File: config.mk
export PLATFORM = sky130hd
export DESIGN_NAME = fls_lock_host
export DESIGN_NICKNAME = d
export VERILOG_FILES = /design/src/logic/fls_pkg.sv /design/src/logic/fls_lock_host.sv
export SDC_FILE = /design/constraint.sdc
export NUM_CORES = 1
export LEC_CHECK = 0
export BUFFER_PORTS_ARGS = -buffer_cell sky130_fd_sc_hd__buf_2
export CORE_UTILIZATION = 51
export CTS_BUF_LIST = sky130_fd_sc_hd__clkbuf_8
export DETAILED_ROUTE_END_ITERATION = 10
export PLACE_DENSITY = 0.79
export SLEW_MARGIN = 40
export SYNTH_ARGS = -nofsm -noshare
export SYNTH_HDL_FRONTEND = slang
export SYNTH_SLANG_ARGS = --single-unit
File: constraint.sdc
create_clock -name clk_sys -period 1.91 [get_ports clk_sys]
set_input_delay 0.382 -clock clk_sys [delete_from_list [all_inputs] [get_ports clk_sys]]
set_output_delay 0.382 -clock clk_sys [all_outputs]
set_load 0.01 [all_outputs]
File: src/logic/fls_pkg.sv
/*
  shared constants of the lock-bit set host: flash command codes, status byte
  bit positions, software register offsets and interrupt bit layout.
  assumes a byte-wide flash with a setup/confirm lock-bit command pair.
*/
package fls_pkg;
  // flash command bytes
  localparam logic [7:0] CMD_LOCK_SETUP = 8'h60;
  localparam logic [7:0] CMD_LOCK_BLOCK = 8'h01;
  localparam logic [7:0] CMD_LOCK_MASTER = 8'hf1;
  localparam logic [7:0] CMD_READ_ARRAY = 8'hff;
  // status_byte bit positions
  localparam int SB_ENGINE_READY = 7;
  localparam int SB_ERASE_CLEAR_ERR = 5;
  localparam int SB_PROGRAM_SET_ERR = 4;
  localparam int SB_SUPPLY_FAULT = 3;
  localparam int SB_PROTECT = 1;
  localparam logic [7:0] SB_RESERVED_MASK = 8'hfe;
  // avalon word offsets
  localparam logic [2:0] REG_CMD = 3'h0;
  localparam logic [2:0] REG_TARGET = 3'h1;
  localparam logic [2:0] REG_STATE = 3'h2;
  localparam logic [2:0] REG_IRQ_STAT = 3'h3;
  localparam logic [2:0] REG_IRQ_CLR = 3'h4;
  localparam logic [2:0] REG_IRQ_EN = 3'h5;
  // command register bits
  localparam int CB_LOCK = 0;
  localparam int CB_MASTER = 1;
  localparam int CB_CLEAR = 2;
  localparam int CB_ARRAY = 3;
  // interrupt bits
  localparam int IRQ_W = 5;
  localparam int EV_DONE = 0;
  localparam int EV_SEQ_ERR = 1;
  localparam int EV_LOCK_FAIL = 2;
  localparam int EV_PROTECT = 3;
  localparam int EV_SUPPLY = 4;
  // one-hot sequencer states
  typedef enum logic [4:0] {
    ST_IDLE = 5'b00001,
    ST_WR = 5'b00010,
    ST_WREC = 5'b00100,
    ST_RD = 5'b01000,
    ST_RREC = 5'b10000
  } fls_state_e;
  typedef enum logic [1:0] {
    OP_LOCK = 2'h0,
    OP_SINGLE = 2'h1
  } fls_op_e;
endpackage : fls_pkg

File: src/logic/fls_lock_host.sv
/*
  host controller that sets block or master lock-bits in a byte-wide flash,
  polls its status byte, classifies errors and issues clear-status or
  read-array commands on software request.
  assumes flash pins are synchronous to clk_sys and timing is met by the
  cycle-count parameters; software uses avalon-mm with waitrequest.
*/
// Functional notes
// - lock set is setup write then block or master confirm write
// - status bit 7 high means ready; host polls it and ready pin
// - lock sequences may run back to back, checked each or at end
// - host writes read-array after the last lock sequence; this host writes it only when software sets CB_ARRAY
// - host clears status after an error before retrying; this host clears it only when software sets CB_CLEAR
// - ready pin may drive an interrupt input directly
`timescale 1ns/1ps
module fls_lock_host #(
  parameter int ADDR_W = 21,
  parameter int WE_CYC = 8,
  parameter int REC_CYC = 4,
  parameter int RD_CYC = 12,
  parameter logic [7:0] CMD_CLEAR_STATUS = 8'h50
) (
  // clock and reset
  input wire logic clk_sys,
  input wire logic sys_rst,
  // avalon-mm slave
  input wire logic [2:0] avs_address,
  input wire logic avs_read,
  input wire logic avs_write,
  input wire logic [31:0] avs_writedata,
  output logic [31:0] avs_readdata,
  output logic avs_waitrequest,
  output logic irq,
  // flash pins
  output logic [ADDR_W-1:0] flash_addr,
  output logic [7:0] flash_dq_out,
  output logic flash_dq_oe,
  input wire logic [7:0] flash_dq_in,
  output logic flash_ce_n,
  output logic flash_we_n,
  output logic flash_oe_n,
  input wire logic ready_busy_out
);
  localparam logic [7:0] WE_LD = 8'(WE_CYC - 1);
  localparam logic [7:0] REC_LD = 8'(REC_CYC - 1);
  localparam logic [7:0] RD_LD = 8'(RD_CYC - 1);

  // bus slave state
  logic [ADDR_W-1:0] target, next_target;
  logic [fls_pkg::IRQ_W-1:0] irq_stat, next_irq_stat, irq_en, next_irq_en;
  logic [31:0] next_readdata;
  logic next_waitrequest, next_irq;
  logic bus_wr, cmd_lock, cmd_master, cmd_clear, cmd_array;
  // sequencer state
  fls_pkg::fls_state_e state, next_state;
  fls_pkg::fls_op_e op, next_op;
  logic confirm_due, next_confirm_due, polling, next_polling, master, next_master;
  logic [7:0] cnt, next_cnt, status_byte, next_status_byte;
  logic [fls_pkg::IRQ_W-1:0] evt, next_evt;
  logic [ADDR_W-1:0] next_flash_addr;
  logic [7:0] next_dq_out;
  logic next_dq_oe, next_ce_n, next_we_n, next_oe_n;
  logic [7:0] sampled;

  assign bus_wr = avs_write && !avs_waitrequest;
  assign cmd_lock = bus_wr && avs_address == fls_pkg::REG_CMD
                    && avs_writedata[fls_pkg::CB_LOCK];
  assign cmd_master = avs_writedata[fls_pkg::CB_MASTER];
  assign cmd_clear = bus_wr && avs_address == fls_pkg::REG_CMD
                     && avs_writedata[fls_pkg::CB_CLEAR];
  assign cmd_array = bus_wr && avs_address == fls_pkg::REG_CMD
                     && avs_writedata[fls_pkg::CB_ARRAY];
  assign sampled = flash_dq_in & fls_pkg::SB_RESERVED_MASK;

  always_comb begin
    next_waitrequest = 1'b1;
    next_readdata = avs_readdata;
    next_target = target;
    next_irq_en = irq_en;
    next_irq_stat = irq_stat;
    if ((avs_read || avs_write) && avs_waitrequest) begin
      next_waitrequest = 1'b0;
      case (avs_address)
        fls_pkg::REG_TARGET: next_readdata = 32'(target);
        fls_pkg::REG_STATE: begin
          next_readdata = {16'h0000, status_byte, 7'h00, state != fls_pkg::ST_IDLE};
        end
        fls_pkg::REG_IRQ_STAT: next_readdata = 32'(irq_stat);
        fls_pkg::REG_IRQ_EN: next_readdata = 32'(irq_en);
        default: next_readdata = 32'h0000_0000;
      endcase
    end
    if (bus_wr && avs_address == fls_pkg::REG_TARGET) begin
      next_target = avs_writedata[ADDR_W-1:0];
    end
    if (bus_wr && avs_address == fls_pkg::REG_IRQ_EN) begin
      next_irq_en = avs_writedata[fls_pkg::IRQ_W-1:0];
    end
    if (bus_wr && avs_address == fls_pkg::REG_IRQ_CLR) begin
      next_irq_stat = next_irq_stat & ~avs_writedata[fls_pkg::IRQ_W-1:0];
    end
    // new events win over a clear in the same cycle
    next_irq_stat = next_irq_stat | evt;
    next_irq = |(next_irq_stat & next_irq_en);
  end

  always_ff @(posedge clk_sys) begin
    if (sys_rst) begin
      avs_waitrequest <= 1'b1;
      avs_readdata <= 32'h0000_0000;
      target <= '0;
      irq_en <= '0;
      irq_stat <= '0;
      irq <= 1'b0;
    end else begin
      avs_waitrequest <= next_waitrequest;
      avs_readdata <= next_readdata;
      target <= next_target;
      irq_en <= next_irq_en;
      irq_stat <= next_irq_stat;
      irq <= next_irq;
    end
  end

  always_comb begin
    next_state = state;
    next_op = op;
    next_confirm_due = confirm_due;
    next_polling = polling;
    next_master = master;
    next_cnt = cnt;
    next_status_byte = status_byte;
    next_evt = '0;
    next_flash_addr = flash_addr;
    next_dq_out = flash_dq_out;
    next_dq_oe = flash_dq_oe;
    next_ce_n = flash_ce_n;
    next_we_n = flash_we_n;
    next_oe_n = flash_oe_n;
    case (state)
      fls_pkg::ST_IDLE: begin
        if (cmd_lock) begin
          next_op = fls_pkg::OP_LOCK;
          next_master = cmd_master;
          next_confirm_due = 1'b1;
          next_dq_out = fls_pkg::CMD_LOCK_SETUP;
        end else if (cmd_clear) begin
          next_op = fls_pkg::OP_SINGLE;
          next_dq_out = CMD_CLEAR_STATUS;
          next_status_byte = 8'h80;
        end else if (cmd_array) begin
          next_op = fls_pkg::OP_SINGLE;
          next_dq_out = fls_pkg::CMD_READ_ARRAY;
        end
        if (cmd_lock || cmd_clear || cmd_array) begin
          next_flash_addr = target;
          next_dq_oe = 1'b1;
          next_ce_n = 1'b0;
          next_we_n = 1'b0;
          next_cnt = WE_LD;
          next_state = fls_pkg::ST_WR;
        end
      end
      fls_pkg::ST_WR: begin
        next_cnt = cnt - 8'h01;
        if (cnt == 8'h00) begin
          next_we_n = 1'b1;
          next_ce_n = 1'b1;
          next_cnt = REC_LD;
          next_state = fls_pkg::ST_WREC;
        end
      end
      fls_pkg::ST_WREC: begin
        next_cnt = cnt - 8'h01;
        if (cnt == 8'h00) begin
          next_dq_oe = 1'b0;
          next_state = fls_pkg::ST_IDLE;
          if (op == fls_pkg::OP_LOCK && confirm_due) begin
            // confirm write selects block or master
            next_confirm_due = 1'b0;
            next_dq_out = master ? fls_pkg::CMD_LOCK_MASTER : fls_pkg::CMD_LOCK_BLOCK;
            next_dq_oe = 1'b1;
            next_ce_n = 1'b0;
            next_we_n = 1'b0;
            next_cnt = WE_LD;
            next_state = fls_pkg::ST_WR;
          end else if (op == fls_pkg::OP_LOCK) begin
            // reads now return the status byte
            next_polling = 1'b1;
            next_cnt = REC_LD;
            next_state = fls_pkg::ST_RREC;
          end
        end
      end
      fls_pkg::ST_RD: begin
        next_cnt = cnt - 8'h01;
        if (cnt == 8'h00) begin
          next_oe_n = 1'b1;
          next_ce_n = 1'b1;
          next_status_byte = sampled;
          next_cnt = REC_LD;
          next_state = fls_pkg::ST_RREC;
          if (sampled[fls_pkg::SB_ENGINE_READY]) begin
            next_polling = 1'b0;
            next_state = fls_pkg::ST_IDLE;
            next_evt[fls_pkg::EV_DONE] = 1'b1;
            next_evt[fls_pkg::EV_SEQ_ERR] = sampled[fls_pkg::SB_ERASE_CLEAR_ERR]
                                            && sampled[fls_pkg::SB_PROGRAM_SET_ERR];
            next_evt[fls_pkg::EV_LOCK_FAIL] = !sampled[fls_pkg::SB_ERASE_CLEAR_ERR]
                                              && sampled[fls_pkg::SB_PROGRAM_SET_ERR];
            next_evt[fls_pkg::EV_PROTECT] = sampled[fls_pkg::SB_PROTECT];
            next_evt[fls_pkg::EV_SUPPLY] = sampled[fls_pkg::SB_SUPPLY_FAULT];
          end
        end
      end
      fls_pkg::ST_RREC: begin
        if (cnt != 8'h00) begin
          next_cnt = cnt - 8'h01;
        end else if (ready_busy_out) begin
          // wait for the ready pin before reading status
          next_ce_n = 1'b0;
          next_oe_n = 1'b0;
          next_cnt = RD_LD;
          next_state = fls_pkg::ST_RD;
        end
      end
      default: next_state = fls_pkg::ST_IDLE;
    endcase
  end

  always_ff @(posedge clk_sys) begin
    if (sys_rst) begin
      state <= fls_pkg::ST_IDLE;
      op <= fls_pkg::OP_LOCK;
      confirm_due <= 1'b0;
      polling <= 1'b0;
      master <= 1'b0;
      cnt <= 8'h00;
      status_byte <= 8'h80;
      evt <= '0;
      flash_addr <= '0;
      flash_dq_out <= 8'h00;
      flash_dq_oe <= 1'b0;
      flash_ce_n <= 1'b1;
      flash_we_n <= 1'b1;
      flash_oe_n <= 1'b1;
    end else begin
      state <= next_state;
      op <= next_op;
      confirm_due <= next_confirm_due;
      polling <= next_polling;
      master <= next_master;
      cnt <= next_cnt;
      status_byte <= next_status_byte;
      evt <= next_evt;
      flash_addr <= next_flash_addr;
      flash_dq_out <= next_dq_out;
      flash_dq_oe <= next_dq_oe;
      flash_ce_n <= next_ce_n;
      flash_we_n <= next_we_n;
      flash_oe_n <= next_oe_n;
    end
  end

  a_setup_then_confirm: assert property (@(posedge clk_sys) disable iff (sys_rst)
    $fell(flash_we_n) && flash_dq_out == fls_pkg::CMD_LOCK_SETUP && op == fls_pkg::OP_LOCK
    |-> ##[1:300] $fell(flash_we_n) && (flash_dq_out == fls_pkg::CMD_LOCK_BLOCK
        || flash_dq_out == fls_pkg::CMD_LOCK_MASTER))
    else $error("setup write not followed by confirm");
  a_poll_after_confirm: assert property (@(posedge clk_sys) disable iff (sys_rst)
    $rose(flash_we_n) && !confirm_due && op == fls_pkg::OP_LOCK && !flash_oe_n == 1'b0
    && state == fls_pkg::ST_WREC |-> ##[1:20] polling)
    else $error("no status poll after lock confirm");
  a_done_needs_ready: assert property (@(posedge clk_sys) disable iff (sys_rst)
    evt[fls_pkg::EV_DONE] |-> status_byte[fls_pkg::SB_ENGINE_READY] && !polling)
    else $error("done raised without ready status");
  a_seq_err_class: assert property (@(posedge clk_sys) disable iff (sys_rst)
    evt[fls_pkg::EV_SEQ_ERR] |-> status_byte[5] && status_byte[4] && !evt[fls_pkg::EV_LOCK_FAIL])
    else $error("sequence error misclassified");
  a_lock_fail_class: assert property (@(posedge clk_sys) disable iff (sys_rst)
    evt[fls_pkg::EV_DONE] && status_byte[4] && !status_byte[5] |-> evt[fls_pkg::EV_LOCK_FAIL])
    else $error("lock failure not reported");
  a_protect_event: assert property (@(posedge clk_sys) disable iff (sys_rst)
    evt[fls_pkg::EV_DONE] |-> evt[fls_pkg::EV_PROTECT] == status_byte[fls_pkg::SB_PROTECT])
    else $error("protect event mismatch");
  a_supply_event: assert property (@(posedge clk_sys) disable iff (sys_rst)
    evt[fls_pkg::EV_DONE] |-> evt[fls_pkg::EV_SUPPLY] == status_byte[fls_pkg::SB_SUPPLY_FAULT])
    else $error("supply event mismatch");
  a_read_waits_ready: assert property (@(posedge clk_sys) disable iff (sys_rst)
    $fell(flash_oe_n) |-> $past(ready_busy_out))
    else $error("status read while busy pin low");
  a_reserved_masked: assert property (@(posedge clk_sys) disable iff (sys_rst)
    $changed(status_byte) |-> !status_byte[0])
    else $error("reserved status bit kept");
  a_sticky_irq: assert property (@(posedge clk_sys) disable iff (sys_rst)
    |evt |=> (irq_stat & $past(evt)) == $past(evt))
    else $error("event lost in status");
endmodule : fls_lock_host

**After elaboration in Yosys (flattened, before gate mapping)**

Cells that the tools add are included.

- Add/subtract/negate cells: 1
- Equality and inequality tests: 24
- Muxes and demuxes: 52
- Bitwise logic cells: 7
- Reduce and logical (&&, ||, !) cells: 43

Operators with widths:

| kind | count |
|---|---|
| 2-to-1 mux 8 bit | 16 |
| one-hot mux 21 bit (4 select lines) | 1 |
| 2-to-1 mux 5 bit | 11 |
| one-hot mux 8 bit (2 select lines) | 2 |
| one-hot mux 8 bit (4 select lines) | 1 |
| one-hot mux 5 bit (5 select lines) | 1 |
| != test 2 bit, second input constant | 10 |
| AND reduction 4 bit | 4 |
| logical AND 1 bit | 12 |
| 2-to-1 mux 1 bit | 12 |
| bitwise AND 5 bit | 2 |
| logical NOT 8 bit | 1 |
| nonzero test 8 bit | 1 |
| subtractor 8 x 1 -> 8 bit, second input constant | 1 |
| AND reduction 7 bit | 1 |
| == test 3 x 2 -> 1 bit, second input constant | 2 |
| == test 3 bit, second input constant | 2 |
| 2-to-1 mux 2 bit | 3 |
| one-hot mux 1 bit (2 select lines) | 3 |
| AND reduction 2 bit | 3 |
| AND reduction 3 bit | 2 |
| AND reduction 6 bit | 1 |
| nonzero test 2 bit | 3 |
| nonzero test 3 bit | 2 |
| 25 further kinds | 30 |

- Register bits after elaboration: 128
- Logic and storage cells: 147

**Logic depth before layout (Yosys ltp)**

- Depth in word-level cells: 8
- Mapped depth: 8

**Worst setup path before layout**

No wires, ideal clock.

- Path type: in2reg
- Start point: input port avs_address[2]
- End point: register flash_we_n
- Setup time: 0.122 ns
- Data arrival time: 1.860 ns
- Slack: -0.072 ns
- Stages: 5
- Cell sequence: or4b_4 > nor3_4 > a2bb2oi_4 > nand2_4 > a221o_1

- Longest elaborated chain between the ends: 7
- Elaborated cells on any way between the ends: 9
- Those cells by class: 1 x eq/ne; 8 x reduce/logical

RTL lines:

| item | line | RTL |
|---|---|---|
| from (decl) | fls_lock_host.sv:27 | `input wire logic [2:0] avs_address,` |
| logical NOT 3 bit * | fls_lock_host.sv:66, fls_lock_host.sv:69, fls_lock_host.sv:71 |  |
| logical AND 1 bit * | fls_lock_host.sv:66, fls_lock_host.sv:69, fls_lock_host.sv:71 |  |
| logical AND 1 bit, on equally long branches | fls_lock_host.sv:67, fls_lock_host.sv:70 |  |
| logical OR 1 bit | fls_lock_host.sv:155 | `if (cmd_lock \|\| cmd_clear \|\| cmd_array) begin` |
| logical OR 1 bit * | fls_lock_host.sv:155 |  |
| != test 2 bit (no source line) * | -- |  |
| AND reduction 5 bit (no source line) * | -- |  |
| to (signal assigned) | fls_lock_host.sv:260 | `flash_we_n <= next_we_n;` |
| to (decl) | fls_lock_host.sv:40 | `output logic flash_we_n,` |

Every way passes the cells marked *; elsewhere a longest branch is shown, timed or not.
A chain may end at the register's enable or synchronous reset.

**Worst setup path in the final report**

- Start point: register cnt[0]
- End point: register status_byte[2]

- Longest elaborated chain between the ends: 3

RTL lines:

| item | line | RTL |
|---|---|---|
| from (decl) | fls_lock_host.sv:58 | `logic [7:0] cnt, next_cnt, status_byte, next_status_byte;` |
| from (signal assigned) | fls_lock_host.sv:253 | `cnt <= next_cnt;` |
| logical NOT 8 bit | fls_lock_host.sv:197 | `if (cnt == 8'h00) begin` |
| != test 2 bit (no source line) | -- |  |
| AND reduction 4 bit (no source line) | -- |  |
| to (signal assigned) | fls_lock_host.sv:254 | `status_byte <= next_status_byte;` |
| to (decl) | fls_lock_host.sv:58 |  |

Every way passes these cells.

==> results.cfg <==
[timing]
setup_violations = 18
setup_slack_ns = -0.139
max_slew_margin_pct = 51.1
grt_setup_unrepaired = yes
hold_ws_ns = 0.149
finalCritPeriodShare_pct = 107
hold_viol = 0
tightest_slew_ns = 0.728
final_max_slew_viol_count = 0
period_needed_ns = 2.05
fin_worst_skew_ns = 0.0115
fmax_ghz = 0.488

[cells_and_area]
multi_input_area_um2 = 2710
seqCellArea_um2 = 2270
mostFrequentLayoutCells = nand2_1 (131), dfxtp_1 (110), buf_2 (91)
diodes = 0
fill_cells = 676
final_common_cell = nand2_1
layout.nets = 822
drive_above_1_share_pct = 32.0
area_growth_pct = 33.7

[placement]
hpwl_um = 9730
place_ws_ns = -0.219
port-buffer-count = 91
gp_congestion = 0.986

[grt]
grt_pass1_vias = 5035
antenna_found_initial = 0
grt_max_degree = 101
global_route.usage.total_pct = 29.9
grt_overflow = 0
grt_pass1_wl_um = 24000

[detailed_routing]
wl_per_cell_um = 16.4
ant_nets = 0
drc_errors = 0
via_count = 5225
viasPerCell = 5.72
drt-total-wl_um = 15000
first_iter_violations = 281
firstDrtPassIters = 5

[power_and_ir_drop]
ir_drop_uv = 661
power.density_nw_per_um2 = 1120
p_leak_nw = 2.79
p_total_mw = 7.60

[setup_path]
crit_path_end_kind = flip-flop
crit_type = reg -> reg
cp_max_fo = 7
worstSetupStartpointType = flip-flop
crit_arrival_ns = 2.40
critPathLaunch = cnt[0]
r2r_start = cnt[0]
critical_path_required_ns = 2.26

[job]
maxCapViolCount = 0

[synthesis]
synth-main-ff-cell = dfxtp_1
yosysSeqAreaShare_pct = 44.7
avgSynthCellArea_um2 = 8.14
synth-seq-cells = 113
yosysUniqueCellTypes = 71
synth_edf_count = 0
async_reset_ff_share_pct = 0
ys_warn_count = 0
syn_inst = 622
synth.cell_area_um2 = 5060

[cts]
tritoncts = yes
numCtsBuffers = 17
holdBufCountCts = 0
insertion_delay_ns = 0.43
h-tree-depth = 4
cts_root_buf = clkbuf_8
clkTransAtPathRegs_ns = 0.08
clockBufferDepth = 2
clock_sinks = 113

[die]
start_util_pct = 53.8
die_w_um = 102
coreArea_um2 = 9420
die_y_um = 102
die_area_um2 = 10300
ioPinCount = 115
num_rows = 35

[status]
status = finished with violations
violations = setup timing

[worst_hold_path]
holdCritStartpoint = flash_dq_in[5]
hold_class = in -> reg
## final cells by class
class                   count  area share [%]
clock buffers              17            3.46
clock inverters            15            3.22
inverters                  11           0.610
multi-input cells         458            40.1
flip-flops and latches    113            33.5
well taps                 129            2.38
repair buffers            171            16.8
## report_power, final
| part | total (mW) | switching, mW | internal, mW |
|---|---|---|---|
| combinational | 2.41 | 1.27 | 1.14 |
| sequential | 2.60 | 0.0951 | 2.51 |
| clock | 2.59 | 1.12 | 1.47 |
## sequential cells by signal (all words and copies together), names as in the netlist, 5 cells and up
signal and flops:
status_byte 7, irq_en 5, cnt 8, irq_stat 5
target 21, avs_readdata 21, flash_dq_out 6, state 5
evt 5, flash_addr 21
## synthesized netlist by cell type, drive strengths merged, types with 3 or more instances
| library cell | count | area, µm² |
|---|---|---|
| and3 | 5 | 32.5 |
| a21o | 3 | 22.5 |
| xor2 | 4 | 35.0 |
| a211o | 3 | 26.3 |
| o211ai | 9 | 67.6 |
| a22o | 7 | 61.3 |
| nand2 | 133 | 507 |
| a22oi | 21 | 158 |
| mux2i | 6 | 60.1 |
| clkbuf | 25 | 93.8 |
| nor4 | 4 | 61.3 |
| or3 | 4 | 25.0 |
| nand3 | 14 | 70.1 |
| inv | 10 | 37.5 |
| nor2 | 54 | 203 |
| and2 | 5 | 31.3 |
| nor3 | 11 | 66.3 |
| buf | 25 | 156 |
| o21ai | 23 | 115 |
| xnor2 | 4 | 35.0 |
| dfxtp | 113 | 2260 |
| nand2b | 4 | 25.0 |
| a21oi | 77 | 385 |
| or4b | 3 | 37.5 |
| o22ai | 6 | 43.8 |
## worst max-delay path, cell delays in order, from the launching register on
cell and delay (ns):
dfxtp_2 0.33, inv_2 0.07, ha_4 0.13, or4b_4 0.50
nor4_4 0.37, buf_4 0.19, buf_8 0.13, nand3_2 0.08
a21oi_1 0.16
## metrics by stage
stage          TNS, ns  area (µm²)  instances  util (%)
6_report         -1.22        6770        914      71.9
5_1_grt          -3.06        6770        914      71.9
4_1_cts         -0.520        6620        910      70.4
3_5_place_dp     -8.81        6060        875      64.4
3_3_place_gp     -7.90        6060        875      64.3
2_1_floorplan  -0.0716        5100        632         -
## worst paths after layout
path / endpoint / slack (ns) / cells past startpoint
setup reg to reg: status_byte[2] / -0.14 / 8
hold reg to reg: flash_addr[8] / 0.45 / 2
setup / recovery: status_byte[2] / -0.14 / 8
hold / removal: evt[2] / 0.15 / 2
## logic make-up after synthesis
logic type | synth area share, %
AO/OA/AOI/OAI | 22.2
XOR/XNOR | 1.38
adder cells (fa/ha/maj) | 0.494
buffers and inverters | 5.76
flip-flops | 44.7
multiplexers | 1.63
other | 0.0741
AND/OR/NAND/NOR | 23.8
## timing repair
action / in CTS / in global routing
gates cloned: 0 / 1
endpoints found under the setup margin: 24 / 49
hold endpoints to repair: 0 / 0
pin swaps: 11 / 7
gates resized for setup: 21 / 24
setup buffers: 3 / 4
## routing by layer
layer / vias to the layer above / share of wire [%] / track usage [%]
li1: 2468 / - / -
met1: 2527 / 39 / 35.0
met2: 200 / 52 / 52.9
met3: 30 / 7.1 / 6.97
met4: 0 / 2.1 / 11.1
met5: - / 0 / 0
Power figures use the tool's default switching activity.
